### src/include/mmot_pkg.sv
// Constants, modes and state type of the multi-mode output timer.
// Assumes one 125 MHz clock; pins arrive unsynchronised.
package mmot_pkg;
    // ----------------------------------------
    // Widths and timing
    // ----------------------------------------
    localparam int COUNT_W = 20;
    localparam int DUTY_W = 7;
    localparam int SHOT_W = 14;
    localparam int CLK_MHZ = 125;
    localparam int SHOT_STEP_MS = 10;
    localparam int SHOT_TICK_CYCLES = SHOT_STEP_MS * CLK_MHZ * 1000;
    localparam int RESET_HOLD_TIME_MS = 500;
    localparam int DUTY_FULL = 100;
    localparam int DUTY_HALF = 50;

    // ----------------------------------------
    // Output modes
    // ----------------------------------------
    typedef enum logic [3:0] {
        MD_ONDLY1, MD_ONDLY2, MD_PWRON1, MD_PWRON2,
        MD_SHOTFLK, MD_ONOFF1, MD_OFFDLY1, MD_INTERVAL,
        MD_ACCUM, MD_ONOFF2, MD_OFFDLY2, MD_DUTYFLK,
        MD_STOPWATCH
    } mmot_mode_t;

    // ----------------------------------------
    // Block state
    // ----------------------------------------
    typedef struct packed {
        logic [2:0] stSync;
        logic [2:0] rsSync;
        logic [2:0] gtSync;
        logic stF;
        logic rsF;
        logic gtF;
        logic stPrev;
        logic running;
        logic done;
        logic out;
        logic phase;
        logic swRun;
        logic shotOn;
        logic tick;
        logic [31:0] div;
        logic [31:0] shotDiv;
        logic [SHOT_W-1:0] shot;
        logic [COUNT_W-1:0] cnt;
        logic [COUNT_W-1:0] disp;
    } mmot_state_t;

    localparam mmot_state_t STATE_RESET = '0;
endpackage : mmot_pkg

### src/hdl/mmot_timer.sv
// Multi-mode output timer: start/reset/gate pins drive one control output.
// Assumes config ports are static or change slowly; pins are asynchronous.
//
// Contract
// - Duty flicker ON time is cycle times duty over 100, rounded to tick.
// - Changing only duty reshapes cyclic control with a fixed cycle time.
// - On-delay, one-shot flicker, duty flicker ignore start while timing.
// - Rising start begins timing; held start at reset release also begins.
// - On-delay two clears count and output when start drops.
// - Power-on delays start at reset release; start acts as a gate.
// - Power-on delay two keeps its count over power cycle; one clears.
// - Zero set value gives immediate output in on-delay and power-on delay modes.
// - Output is sustained until reset, or a one-shot pulse of set length.
// - One-shot flicker asserts at time-up, then clears after one period.
// - On/off delay, interval, off-delay keep reacting to start while timing.
// - Interval returns to reset state at time-up; on/off delay clears count, output takes start.
// - On/off delay one, interval, off-delay two: zero keeps output off.
// - Off-delay one: output on with start, off-delay timed after it drops.
// - Off-delay one and on/off delay two: zero makes output follow start.
// - Interval: start begins timing, output on during the interval.
// - Accumulative: counts only while start on, keeps count, sustained out.
// - Off-delay two holds output off while start is on.
// - Duty flicker starts on and inverts at each ON or OFF expiry.
// - Stopwatch: start presses alternately start and stop timing.
// - Stopwatch: reset/gate freezes display while running, clears if stopped.
`timescale 1ns/1ns
module mmot_timer
    import mmot_pkg::*;
#(
    parameter int SHOT_TICK_CYC = SHOT_TICK_CYCLES
) (
    input wire logic ref_clk,
    input wire logic rst,
    input wire logic startIn,
    input wire logic resetIn,
    input wire logic gateIn,
    input wire mmot_mode_t mode,
    input wire logic [COUNT_W-1:0] setValue,
    input wire logic [COUNT_W-1:0] cycleTime,
    input wire logic [DUTY_W-1:0] dutyPct,
    input wire logic oneShot,
    input wire logic [SHOT_W-1:0] shotTime,
    input wire logic [31:0] tickCycles,
    output logic ctlOut,
    output logic [COUNT_W-1:0] presentValue,
    output logic [COUNT_W-1:0] displayValue,
    output logic timingActive
);
    mmot_state_t s_r, s_nxt, rstVal;
    logic stRise, stFall, stEdge, shotTick, expired, swClr, latchMode, shotEn;
    logic [COUNT_W-1:0] cntInc, target, onTime;
    logic [COUNT_W+DUTY_W-1:0] prod;

    // ----------------------------------------
    // Next state
    // ----------------------------------------
    always_comb begin
        s_nxt = s_r;
        s_nxt.stSync = {s_r.stSync[1:0], startIn};
        s_nxt.rsSync = {s_r.rsSync[1:0], resetIn};
        s_nxt.gtSync = {s_r.gtSync[1:0], gateIn};
        s_nxt.stF = (s_r.stSync[1] == s_r.stSync[2]) ? s_r.stSync[2] : s_r.stF;
        s_nxt.rsF = (s_r.rsSync[1] == s_r.rsSync[2]) ? s_r.rsSync[2] : s_r.rsF;
        s_nxt.gtF = (s_r.gtSync[1] == s_r.gtSync[2]) ? s_r.gtSync[2] : s_r.gtF;
        s_nxt.stPrev = s_r.stF;
        stRise = s_r.stF & ~s_r.stPrev;
        stFall = ~s_r.stF & s_r.stPrev;
        stEdge = stRise | stFall;

        s_nxt.tick = s_r.div + 32'h1 >= tickCycles;
        s_nxt.div = s_nxt.tick ? '0 : s_r.div + 32'h1;
        shotTick = s_r.shotDiv + 32'h1 >= 32'(SHOT_TICK_CYC);
        s_nxt.shotDiv = shotTick ? '0 : s_r.shotDiv + 32'h1;
        prod = (COUNT_W + DUTY_W)'(cycleTime) * (COUNT_W + DUTY_W)'(dutyPct) + (COUNT_W + DUTY_W)'(DUTY_HALF);
        onTime = COUNT_W'(prod / (COUNT_W + DUTY_W)'(DUTY_FULL));
        target = setValue;
        if (mode == MD_DUTYFLK) begin
            target = s_r.phase ? (cycleTime - onTime) : onTime;
        end
        cntInc = s_r.cnt + COUNT_W'(1);
        expired = cntInc >= target;
        swClr = 1'b0;
        latchMode = 1'b0;

        unique case (mode)
            MD_ONDLY1, MD_ONDLY2: begin
                latchMode = 1'b1;
                if (stRise && !s_r.running && !s_r.done) begin
                    if (setValue == '0) begin
                        s_nxt.done = 1'b1;
                    end else begin
                        s_nxt.running = 1'b1;
                        s_nxt.cnt = '0;
                    end
                end else if (s_r.running && s_r.tick && !s_r.gtF) begin
                    s_nxt.cnt = cntInc;
                    if (expired) begin
                        s_nxt.running = 1'b0;
                        s_nxt.done = 1'b1;
                    end
                end
                if (mode == MD_ONDLY2 && !s_r.stF) begin
                    s_nxt.running = 1'b0;
                    s_nxt.done = 1'b0;
                    s_nxt.cnt = '0;
                end
            end
            MD_PWRON1, MD_PWRON2: begin
                latchMode = 1'b1;
                s_nxt.running = !s_r.done;
                if (!s_r.done) begin
                    if (setValue == '0) begin
                        s_nxt.done = 1'b1;
                    end else if (s_r.tick && !s_r.stF && !s_r.gtF) begin
                        s_nxt.cnt = cntInc;
                        s_nxt.done = expired;
                    end
                end
            end
            MD_SHOTFLK: begin
                if (stRise && !s_r.running) begin
                    s_nxt.running = 1'b1;
                    s_nxt.phase = 1'b0;
                    s_nxt.cnt = '0;
                end else if (s_r.running && s_r.tick && !s_r.gtF) begin
                    s_nxt.cnt = cntInc;
                    // on at time-up, off one period later
                    if (expired) begin
                        s_nxt.cnt = '0;
                        s_nxt.phase = !s_r.phase;
                        s_nxt.running = !s_r.phase;
                    end
                end
                s_nxt.out = s_nxt.running & s_nxt.phase;
            end
            MD_ONOFF1, MD_ONOFF2: begin
                if (stEdge) begin
                    s_nxt.running = 1'b1;
                    s_nxt.cnt = '0;
                end else if (s_r.running && s_r.tick && !s_r.gtF) begin
                    s_nxt.cnt = cntInc;
                    if (expired) begin
                        s_nxt.running = 1'b0;
                        s_nxt.out = s_r.stF;
                        s_nxt.cnt = '0;
                    end
                end
                if (setValue == '0) begin
                    s_nxt.running = 1'b0;
                    s_nxt.out = (mode == MD_ONOFF2) & s_r.stF;
                end
            end
            MD_OFFDLY1: begin
                // on with start, delay after drop
                if (s_r.stF) begin
                    s_nxt.out = 1'b1;
                    s_nxt.running = 1'b0;
                    s_nxt.cnt = '0;
                end else if (stFall) begin
                    s_nxt.running = 1'b1;
                end else if (s_r.running && s_r.tick && !s_r.gtF) begin
                    s_nxt.cnt = cntInc;
                    if (expired) begin
                        s_nxt.running = 1'b0;
                        s_nxt.out = 1'b0;
                        s_nxt.cnt = '0;
                    end
                end
                if (setValue == '0) begin
                    s_nxt.running = 1'b0;
                    s_nxt.out = s_r.stF;
                end
            end
            MD_INTERVAL: begin
                if (stRise) begin
                    s_nxt.running = 1'b1;
                    s_nxt.out = 1'b1;
                    s_nxt.cnt = '0;
                end else if (s_r.running && s_r.tick && !s_r.gtF) begin
                    s_nxt.cnt = cntInc;
                    if (expired) begin
                        s_nxt.running = 1'b0;
                        s_nxt.out = 1'b0;
                        s_nxt.cnt = '0;
                    end
                end
                if (setValue == '0) begin
                    s_nxt.running = 1'b0;
                    s_nxt.out = 1'b0;
                end
            end
            MD_ACCUM: begin
                s_nxt.running = s_r.stF & !s_r.done;
                if (s_r.stF && !s_r.done) begin
                    if (setValue == '0) begin
                        s_nxt.done = 1'b1;
                    end else if (s_r.tick && !s_r.gtF) begin
                        s_nxt.cnt = cntInc;
                        s_nxt.done = expired;
                    end
                end
                s_nxt.out = s_nxt.done;
            end
            MD_OFFDLY2: begin
                if (s_r.stF) begin
                    s_nxt.out = 1'b0;
                    s_nxt.running = 1'b0;
                    s_nxt.cnt = '0;
                end else if (stFall && setValue != '0) begin
                    s_nxt.running = 1'b1;
                    s_nxt.out = 1'b1;
                end else if (s_r.running && s_r.tick && !s_r.gtF) begin
                    s_nxt.cnt = cntInc;
                    if (expired) begin
                        s_nxt.running = 1'b0;
                        s_nxt.out = 1'b0;
                        s_nxt.cnt = '0;
                    end
                end
            end
            MD_DUTYFLK: begin
                if (stRise && !s_r.running) begin
                    s_nxt.running = 1'b1;
                    s_nxt.phase = 1'b0;
                    s_nxt.out = 1'b1;
                    s_nxt.cnt = '0;
                end else if (s_r.running && s_r.tick && !s_r.gtF) begin
                    s_nxt.cnt = cntInc;
                    if (expired) begin
                        s_nxt.cnt = '0;
                        s_nxt.phase = !s_r.phase;
                        s_nxt.out = s_r.phase;
                    end
                end
            end
            MD_STOPWATCH: begin
                latchMode = 1'b1;
                swClr = s_r.rsF | s_r.gtF;
                if (stRise) begin
                    s_nxt.swRun = !s_r.swRun;
                    if (setValue == '0) begin
                        s_nxt.done = 1'b1;
                    end
                end
                if (s_r.swRun && s_r.tick) begin
                    s_nxt.cnt = cntInc;
                    if (expired) begin
                        s_nxt.done = 1'b1;
                    end
                end
                if (!s_r.swRun && swClr) begin
                    s_nxt.cnt = '0;
                    s_nxt.done = 1'b0;
                    s_nxt.swRun = 1'b0;
                end
                s_nxt.running = s_nxt.swRun;
            end
        endcase

        shotEn = oneShot && shotTime != '0;
        if (latchMode) begin
            if (s_nxt.done && !s_r.done) begin
                s_nxt.shotOn = 1'b1;
                s_nxt.shot = '0;
            end else if (s_r.shotOn && shotTick) begin
                s_nxt.shot = s_r.shot + SHOT_W'(1);
                s_nxt.shotOn = s_r.shot + SHOT_W'(1) < shotTime;
            end
            s_nxt.out = s_nxt.done & (!shotEn | s_nxt.shotOn);
        end
        // External reset; stopwatch uses it as freeze/clear instead
        if (s_r.rsF && mode != MD_STOPWATCH) begin
            s_nxt.running = 1'b0;
            s_nxt.done = 1'b0;
            s_nxt.out = 1'b0;
            s_nxt.phase = 1'b0;
            s_nxt.shotOn = 1'b0;
            s_nxt.cnt = '0;
            s_nxt.stPrev = 1'b0;
        end
        if (!(mode == MD_STOPWATCH && s_r.swRun && swClr)) begin
            s_nxt.disp = s_nxt.cnt;
        end

        // stPrev low so held start counts as rising
        rstVal = STATE_RESET;
        rstVal.cnt = (mode == MD_PWRON2) ? s_r.cnt : '0;
    end

    // ----------------------------------------
    // Registers
    // ----------------------------------------
    always_ff @(posedge ref_clk) begin
        if (rst) begin
            s_r <= rstVal;
        end else begin
            s_r <= s_nxt;
        end
    end

    assign ctlOut = s_r.out;
    assign presentValue = s_r.cnt;
    assign displayValue = s_r.disp;
    assign timingActive = s_r.running;
endmodule : mmot_timer

### config.mk
export PLATFORM = sky130hd
export DESIGN_NAME = mmot_timer
export DESIGN_NICKNAME = d
export VERILOG_FILES = /design/src/include/mmot_pkg.sv /design/src/hdl/mmot_timer.sv
export SDC_FILE = /design/constraint.sdc
export NUM_CORES = 1
export LEC_CHECK = 0
export BUFFER_PORTS_ARGS = -buffer_cell sky130_fd_sc_hd__buf_2
export CAP_MARGIN = 20
export CORE_ASPECT_RATIO = 0.6
export CORE_MARGIN = 1
export CORE_UTILIZATION = 49
export CTS_CLUSTER_SIZE = 12
export DETAILED_ROUTE_END_ITERATION = 7
export PLACE_DENSITY = 0.78
export SYNTH_ARGS = -nofsm -noshare
export SYNTH_HDL_FRONTEND = slang
export SYNTH_SLANG_ARGS = --single-unit
### constraint.sdc
create_clock -name ref_clk -period 31.3 [get_ports ref_clk]
set_input_delay 6.26 -clock ref_clk [delete_from_list [all_inputs] [get_ports ref_clk]]
set_output_delay 6.26 -clock ref_clk [all_outputs]
set_load 0.02 [all_outputs]
### Word level (Yosys, flattened, before mapping)

Index checks and enable logic that the tools add are counted.

| word-level totals | value |
|---|---|
| memories | 0 |
| input bits | 103 |
| latch bits | 0 |
| RAM bits | 0 |
| bits in registers | 138 |
| bits in read-only memories | 0 |
| output and inout bits | 42 |
| word-level logic and storage cells | 209 |

| cells by class | value |
|---|---|
| reduce and logical (&&, ||, !) cells | 44 |
| multiply operators | 1 |
| magnitude comparators | 4 |
| div/mod/pow operators | 1 |
| equality and inequality tests | 29 |
| shift operators | 0 |
| add/sub/neg operators | 6 |
| bitwise gates (word level) | 11 |
| multiplexer cells | 94 |

Operators with widths:

| cell | number |
|---|---|
| 20-bit two-way mux | 26 |
| 20-bit one-hot mux with 9 select lines | 1 |
| 32-bit by 1-bit adder with 32-bit output, second input constant | 2 |
| 1-bit two-way mux | 53 |
| 40-bit two-way mux | 1 |
| 32-bit by 21-bit greater-or-equal comparator with 1-bit output, second input constant | 1 |
| 32-bit greater-or-equal comparator | 1 |
| 14-bit two-way mux | 2 |
| 4-bit != test, second input constant | 7 |
| 27-bit by 6-bit adder with 27-bit output, second input constant | 1 |
| 27-bit by 7-bit divider with 27-bit output, second input constant | 1 |
| 20-bit by 7-bit multiplier with 27-bit output | 1 |
| 20-bit by 1-bit adder with 20-bit output, second input constant | 1 |
| 4-bit equality test, second input constant | 5 |
| 20-bit greater-or-equal comparator | 1 |
| 20-bit zero test | 1 |
| 20-bit nonzero test | 1 |
| 20-bit subtractor | 1 |
| 1-bit logical AND | 18 |
| 4-bit by 3-bit equality test with 1-bit output, second input constant | 4 |
| 14-bit by 1-bit adder with 14-bit output, second input constant | 1 |
| 14-bit < comparator | 1 |
| 2-bit two-way mux | 7 |
| 14-bit nonzero test | 1 |
| 27 further kinds | 51 |

### Longest topological paths before layout

Gate-level depths: netlist of run 1.

| logic depth | value |
|---|---|
| depth after elaboration | 18 |
| gate-level depth with buffers | 116 |

### Least setup slack after synthesis of run 1

No wires, ideal clock.

| timing | value |
|---|---|
| path type | input to register |
| from | input dutyPct[6] |
| to | register s_r[41] (netlist bit) |
| library setup time | 0.071 ns |
| slack | 3.540 ns |
| buffers on the path | 7 |
| data arrival time | 27.689 ns |
| stages | 100 |
| path through | clkbuf_1 -> nand2_1 -> fa_1 -> fa_1 -> inv_1 -> fa_1 -> inv_1 -> fa_1 -> inv_1 -> ha_1 -> inv_1 -> o211a_1 -> o31a_1 -> o31a_1 -> xor2_1 -> a311oi_1 -> o221ai_1 -> a211o_1 -> (+64 left out) -> xor2_1 -> and3_1 -> nor3_1 -> a21oi_1 -> ha_1 -> a21oi_1 -> nor2_1 -> a21oi_1 -> a21oi_1 -> nor2_1 -> a21oi_1 -> a211oi_1 -> nor2_1 -> a21oi_1 -> or2_2 -> clkbuf_1 -> or3b_2 -> a21oi_1 |

| on the way | value |
|---|---|
| longest elaborated chain between the ends | 15 |
| elaborated cells between the ends (all ways) | 25 |

RTL lines:

| element | RTL line | text |
|---|---|---|
| start, declared | mmot_timer.sv:40 | `input wire logic [DUTY_W-1:0] dutyPct,` |
| 20-bit by 7-bit multiplier with 27-bit output * | mmot_timer.sv:74 | `prod = (COUNT_W + DUTY_W)'(cycleTime) * (COUNT_W + DUTY_W)'(dutyPct) + (COUNT_W + DUTY_W)'(DUTY_HALF);` |
| 27-bit by 6-bit adder with 27-bit output * | mmot_timer.sv:74 |  |
| 27-bit by 7-bit divider with 27-bit output * | mmot_timer.sv:75 | `onTime = COUNT_W'(prod / (COUNT_W + DUTY_W)'(DUTY_FULL));` |
| 20-bit subtractor | mmot_timer.sv:78 | `target = s_r.phase ? (cycleTime - onTime) : onTime;` |
| 20-bit two-way mux * | mmot_timer.sv:78 |  |
| 20-bit two-way mux * | mmot_timer.sv:77 | `if (mode == MD_DUTYFLK) begin` |
| 20-bit greater-or-equal comparator * | mmot_timer.sv:81 | `expired = cntInc >= target;` |
| 2-bit two-way mux | mmot_timer.sv:97 | `if (expired) begin` |
| 2-bit two-way mux | mmot_timer.sv:95 | `end else if (s_r.running && s_r.tick && !s_r.gtF) begin` |
| 2-bit two-way mux | mmot_timer.sv:88 | `if (stRise && !s_r.running && !s_r.done) begin` |
| 2-bit two-way mux | mmot_timer.sv:102 | `if (mode == MD_ONDLY2 && !s_r.stF) begin` |
| 1-bit one-hot mux with 4 select lines * | mmot_timer.sv:85 | `unique case (mode)` |
| 1-bit logical AND * | mmot_timer.sv:262 | `if (s_nxt.done && !s_r.done) begin` |
| 2-bit nonzero test (no line) | -- |  |
| 2-bit AND reduction (no line) | -- |  |
| end signal, assigned | mmot_timer.sv:295 | `s_r <= rstVal;` |
| end signal, assigned | mmot_timer.sv:297 | `s_r <= s_nxt;` |
| end, declared | mmot_timer.sv:49 | `mmot_state_t s_r, s_nxt, rstVal;` |

Mark *: on every way between the ends. The rest lies on a longest branch, timed or not. The select of a mux whose other input is x is not followed.
A chain may end at the register's enable or synchronous reset.

### Final worst setup path of run 1

| timing | value |
|---|---|
| from | input dutyPct[3] |
| to | register s_r[41] (netlist bit) |

The elaborated chain is that of the path after synthesis.

==> results of run 1 <==
## through the flow
| stage | utilization, % | setup TNS (ps) | setup slack, ps | hold WS, ps | cell area (um^2) |
|---|---|---|---|---|---|
| 4_1_cts | 53.2 | 0 | 296 | 448 | 21700 |
| 2_1_floorplan | - | 0 | 3540 | 414 | 20400 |
| 3_3_place_gp | 51.7 | 0 | 793 | 432 | 21100 |
| 5_1_grt | 54.2 | -12.4 | -12.4 | 469 | 22100 |
| 3_5_place_dp | 51.7 | -75.4 | -75.4 | 437 | 21100 |
| 6_report | 54.2 | 0 | 1320 | 453 | 22100 |
## cell families after synthesis
| family | Yosys count |
|---|---|
| muxes | 31 |
| and+or+nand+nor | 1021 |
| xor gates and xnor gates | 159 |
| other | 1 |
| adders and majority gates | 248 |
| AOI/OAI and AO/OA | 765 |
| DFF | 138 |
| buffers and inverters | 326 |
## cells in the mapped netlist, drive strengths merged (84+ instances only)
cell type  count  area, um^2
xnor2         93         822
nand2        219         822
dfxtp        118        2360
nor2         240         903
and2         127         796
o21ai        164         877
nor2b         84         526
inv          139         527
ha           148        1850
nand3         90         455
fa            94        1880
a21oi        215        1110
clkbuf       107         403
## worst max-delay path: cells and delay by family
kind                     cells  cell delay [ps]
AO/OA/AOI/OAI               55            12430
AND/OR/NAND/NOR             20             5580
adder cells (fa/ha/maj)      9             3760
multiplexers                 3              950
buffers and inverters        6              740
XOR/XNOR                     3              590
## registers in the layout, summed over array words and instances, names as in the netlist
| name | cells |
|---|---|
| ctlOut | 1 |
| displayValue | 20 |
| presentValue | 20 |
| s_nxt | 6 |
| s_r | 90 |
| timingActive | 1 |
## cell type report
type | instances | area (um^2) | share of cell area (%)
tap | 560 | 701 | 3.17
multi-input combinational | 2235 | 16300 | 74.0
clock buffer | 19 | 443 | 2.01
sequential | 138 | 2960 | 13.4
timing repair buffer | 172 | 942 | 4.27
inverter | 139 | 527 | 2.39
clock inverter | 13 | 159 | 0.720
## layout by cell type, fill, tap and decap left out, types with 49 or more instances in the layout
| cell type | synthesis | final |
|---|---|---|
| and2_1 | 126 | 126 |
| nand2_1 | 219 | 219 |
| xnor2_1 | 92 | 89 |
| dfxtp_1 | 118 | 118 |
| o21ai_0 | 144 | 141 |
| ha_1 | 148 | 148 |
| a21o_1 | 52 | 51 |
| nor2b_1 | 84 | 84 |
| nor3_1 | 62 | 62 |
| buf_2 | 31 | 144 |
| a21oi_1 | 211 | 207 |
| fa_1 | 94 | 94 |
| and3_1 | 49 | 49 |
| xor2_1 | 66 | 65 |
| nor2_1 | 239 | 236 |
| nand3_1 | 89 | 87 |
| inv_1 | 136 | 136 |
## what timing repair did
action | CTS | global route
resized for setup | 0 | 67
buffers inserted | 0 | 5
endpoints found under the setup margin | 0 | 59
## metal layers
layer	share of wire (%)	global-route usage [%]	up-vias
li1	-	-	9652
met1	46	40.7	9632
met2	43	41.0	994
met3	9.5	5.34	127
met4	2.2	6.65	0
met5	0	0	-
## path summary, 6_finish.rpt
path | start | endpoint | slack (ps) | cells after the start
min reg2reg | displayValue[5] | displayValue[5] | 450 | 2
max | dutyPct[3] | s_r[41] | 1320 | 96
min | displayValue[5] | displayValue[5] | 450 | 2
max reg2reg | s_r[121] | s_r[44] | 24190 | 41
==> results.toml, run 1 <==
[floorplan]
ioPinCount = 145
die_h_um = 160
initial_core_util_pct = 50.0
die-area_um2 = 42400
core_area_um2 = 40700
die_x_um = 265
row_count = 57

[route]
wirelength_um = 60000
drtPass1Iterations = 5
drc = 0
route.detailed.vias_per_inst = 6.23
ant_nets = 0
drt-initial-drc-count = 2461
wl_per_cell_um = 18.3
num_vias = 20405

[yosys]
synth_xor_area_share_pct = 6.88
synth_fa_ha_area_share_pct = 18.6
netlist_area_um2 = 20400
synth_top_family_by_area = "compound AO/OA/AOI/OAI gates"
synth_async_sr_flop_share_pct = 0
seq_area_frac_synth_pct = 14.6
synth_flop_cell = "dfxtp_1"
synth_warnings = 0
synth_compound_area_share_pct = 25.8
synth_seq_cells = 138
synth-edff-count = 20
synth.avg_cell_area_um2 = 7.57
yosys.area_share.simple_pct = 25.3
netlist_instances = 2689
synth_mux_area_share_pct = 1.67
synth.distinct_cells = 118

[timing]
setup_viol = 0
slew-limit-headroom_pct = 19.4
fmax_ghz = 0.0334
worstMarginPinSlew_ps = 1200
fin_crit_ps = 29980
slew_violations = 0
fin_skew_ps = 12.8
fin_crit_sh_pct = 95.8
hold_viol = 0

[critical_path]
crit_top_cell = "a21o_1"
arrival_ps = 30340
cp-end-kind = "register"
path_class = "input pin to register"
cp.required_ps = 31660
cpPeakStageDelay_ps = 590
startpoint_type = "input pin"
crit_fanout = 28
critPathSlowestCell = "or4b_1"

[global_routing]
grt_max_degree = 60
antenna_found_initial = 0
grt_pass1_vias = 18791
grt_pass1_wl_um = 96900
grt.total_usage_pct = 27.6
grt.overflow.total = 0

[cts]
root_buffer = "clkbuf_16"
numClockSinks = 138
cts_hold_buf = 0
cts_tree = "yes"
clock_path_buffers = 2
worstSkewPairLatency_ps = 440
cts_inserted_buffers = 17
htreeDepth = 4
clkTransAtPathRegs_ps = 60

[final_layout]
final_cells = 3276
fillers = 3742
num_antenna_cells = 0
syn_to_final_growth_pct = 8.48
layout.nets = 3048
layout-drive-gt1-share_pct = 12.2

[placement]
io_buffers = 144
post-dp-hpwl_um = 46500
place.gp.congestion = 1.01
placedCellCount = 3237

[outcome]
outcome = "complete, no violations"

[min_path]
hp-class = "register to register"

[flow_run]
drv_cap = 0
Power of run 1 is not shown: default switching activity piles up to over one toggle a cycle in this logic, so the estimate is an artifact.
==> inputs of run 2 (changes only) <==
--- a/config.mk
+++ b/config.mk
@@ -8,11 +8,12 @@
 export BUFFER_PORTS_ARGS = -buffer_cell sky130_fd_sc_hd__buf_2
 export CAP_MARGIN = 20
 export CORE_ASPECT_RATIO = 0.6
-export CORE_MARGIN = 1
+export CORE_MARGIN = 2
 export CORE_UTILIZATION = 49
 export CTS_CLUSTER_SIZE = 12
 export DETAILED_ROUTE_END_ITERATION = 7
 export PLACE_DENSITY = 0.78
+export SKIP_CTS_REPAIR_TIMING = 1
 export SYNTH_ARGS = -nofsm -noshare
 export SYNTH_HDL_FRONTEND = slang
 export SYNTH_SLANG_ARGS = --single-unit
==> constraint.sdc (replaced) <==
create_clock -name ref_clk -period 31.3 [get_ports ref_clk]
set_input_delay 1.565 -clock ref_clk [delete_from_list [all_inputs] [get_ports ref_clk]]
set_output_delay 1.565 -clock ref_clk [all_outputs]
set_load 0.02 [all_outputs]
==> run 2 against run 1 <==
- the flow now finishes with violations (DRC)
- worst hold slack got worse by 12 ps
- non-clock buffer count decreased by 8
- global-route usage fell by 0.52 points
- critical path depth shrank 3
- first-iteration DRC count fell by 12%
- cell area is 2.1% lower
- clock skew grew 2.4 ps
- utilization shrank 1.1 points
- maximum frequency rose by 10%
- highest routed layer unchanged
- setup slack better by 2800 ps
==> results.toml, run 2 (same netlist as run 1, synthesis figures left out) <==
[floorplan]
row_count = 57
die_x_um = 267
initial_core_util_pct = 50.0
ioPinCount = 145
core_area_um2 = 40700
die_h_um = 162
die-area_um2 = 43200

[timing]
hold_viol = 0
fin_skew_ps = 15.1
fmax_ghz = 0.0367
slew_violations = 0
fin_crit_ps = 27220
setup_tns_ps = 0
fin_crit_sh_pct = 87.0
rsz0062_at_grt = "no"
setup_viol = 0
worstMarginPinSlew_ps = 1080
slew-limit-headroom_pct = 27.2

[cts]
clkTransAtPathRegs_ps = 60
root_buffer = "clkbuf_16"
cts_inserted_buffers = 17
cts_tree = "yes"
numClockSinks = 138
clock_path_buffers = 2
worstSkewPairLatency_ps = 430
htreeDepth = 4

[critical_path]
cpPeakStageDelay_ps = 780
path_class = "input pin to register"
cpLargestDelayFamily = "compound AO/OA/AOI/OAI gates"
critPathSlowestCell = "xnor2_1"
crit_fanout = 28
cp.required_ps = 31660
startpoint_type = "input pin"
crit_buf_inv = 6
arrival_ps = 27580
cp-end-kind = "register"
crit_top_cell = "a21o_1"

[route]
wirelength_um = 58900
ant_nets = 0
wl_per_cell_um = 18.0
route.detailed.vias_per_inst = 6.19
drc = 3
drt-initial-drc-count = 2166
num_vias = 20215
drtPass1Iterations = 8

[global_routing]
grt.total_usage_pct = 27.1
antenna_found_initial = 0
grt_pass1_vias = 19056
grt_max_degree = 75
grt.overflow.total = 0
grt_pass1_wl_um = 97200

[final_layout]
layout.nets = 3040
final_cell_mix = "nor2_1 (239), nand2_1 (219), a21oi_1 (211)"
largest-register = "s_r"
syn_to_final_growth_pct = 6.20
layout-drive-gt1-share_pct = 10.3
num_antenna_cells = 0
final_common_cell = "nor2_1"
final_cells = 3267
largest_reg_flops = 90

[placement]
placedCellCount = 3236
io_buffers = 144
post-dp-hpwl_um = 46100
place.gp.congestion = 0.997

[outcome]
violations = "DRC"
outcome = "finished, violations left"

[min_path]
hp-class = "register to register"

[flow_run]
drv_cap = 0
## run 2: metal layers
layer / share of wire [%] / GRT usage [%] / up-vias
met5: 0 / 0 / -
met4: 2.2 / 6.41 / 0
met3: 8.8 / 4.68 / 112
met2: 42 / 40.5 / 931
met1: 46 / 40.2 / 9554
li1: - / - / 9618
## run 2: final cells by class
class	instances	area, um^2
fillers	3804	19100
clock inverters	13	120
multi-input cells	2235	16000
repair buffers	164	896
well taps	560	701
inverters	139	527
clock buffers	18	429
flip-flops and latches	138	2960
## run 2: worst reg2reg max path, delay by kind of cell (launching register included)
family	cells	cell delay (ps)
simple gates	18	2040
buf+inv	1	270
flops	1	310
compound gates	21	4260
fa+ha+maj	1	300
## run 2: worst paths after layout
kind | from | endpoint | slack, ps | cells after the start
setup reg to reg | s_r[121] | s_r[42] | 23990 | 41
hold reg to reg | s_nxt[133] | s_nxt[134] | 440 | 1
hold / removal | s_nxt[133] | s_nxt[134] | 440 | 1
setup / recovery | dutyPct[3] | s_r[41] | 4080 | 93
## run 2: through the flow
| step | util [%] | cell area (um^2) | worst slack (ps) | hold WS, ps |
|---|---|---|---|---|
| global placement | 51.6 | 21000 | 4800 | 422 |
| global route | 53.1 | 21600 | 2390 | 454 |
| detailed placement | 51.7 | 21100 | 4220 | 430 |
| finish | 53.1 | 21600 | 4080 | 441 |
| floorplan | - | 20400 | 8240 | 414 |
| CTS | 53.1 | 21600 | 4570 | 444 |
Power of run 2 is left out for the same reason.
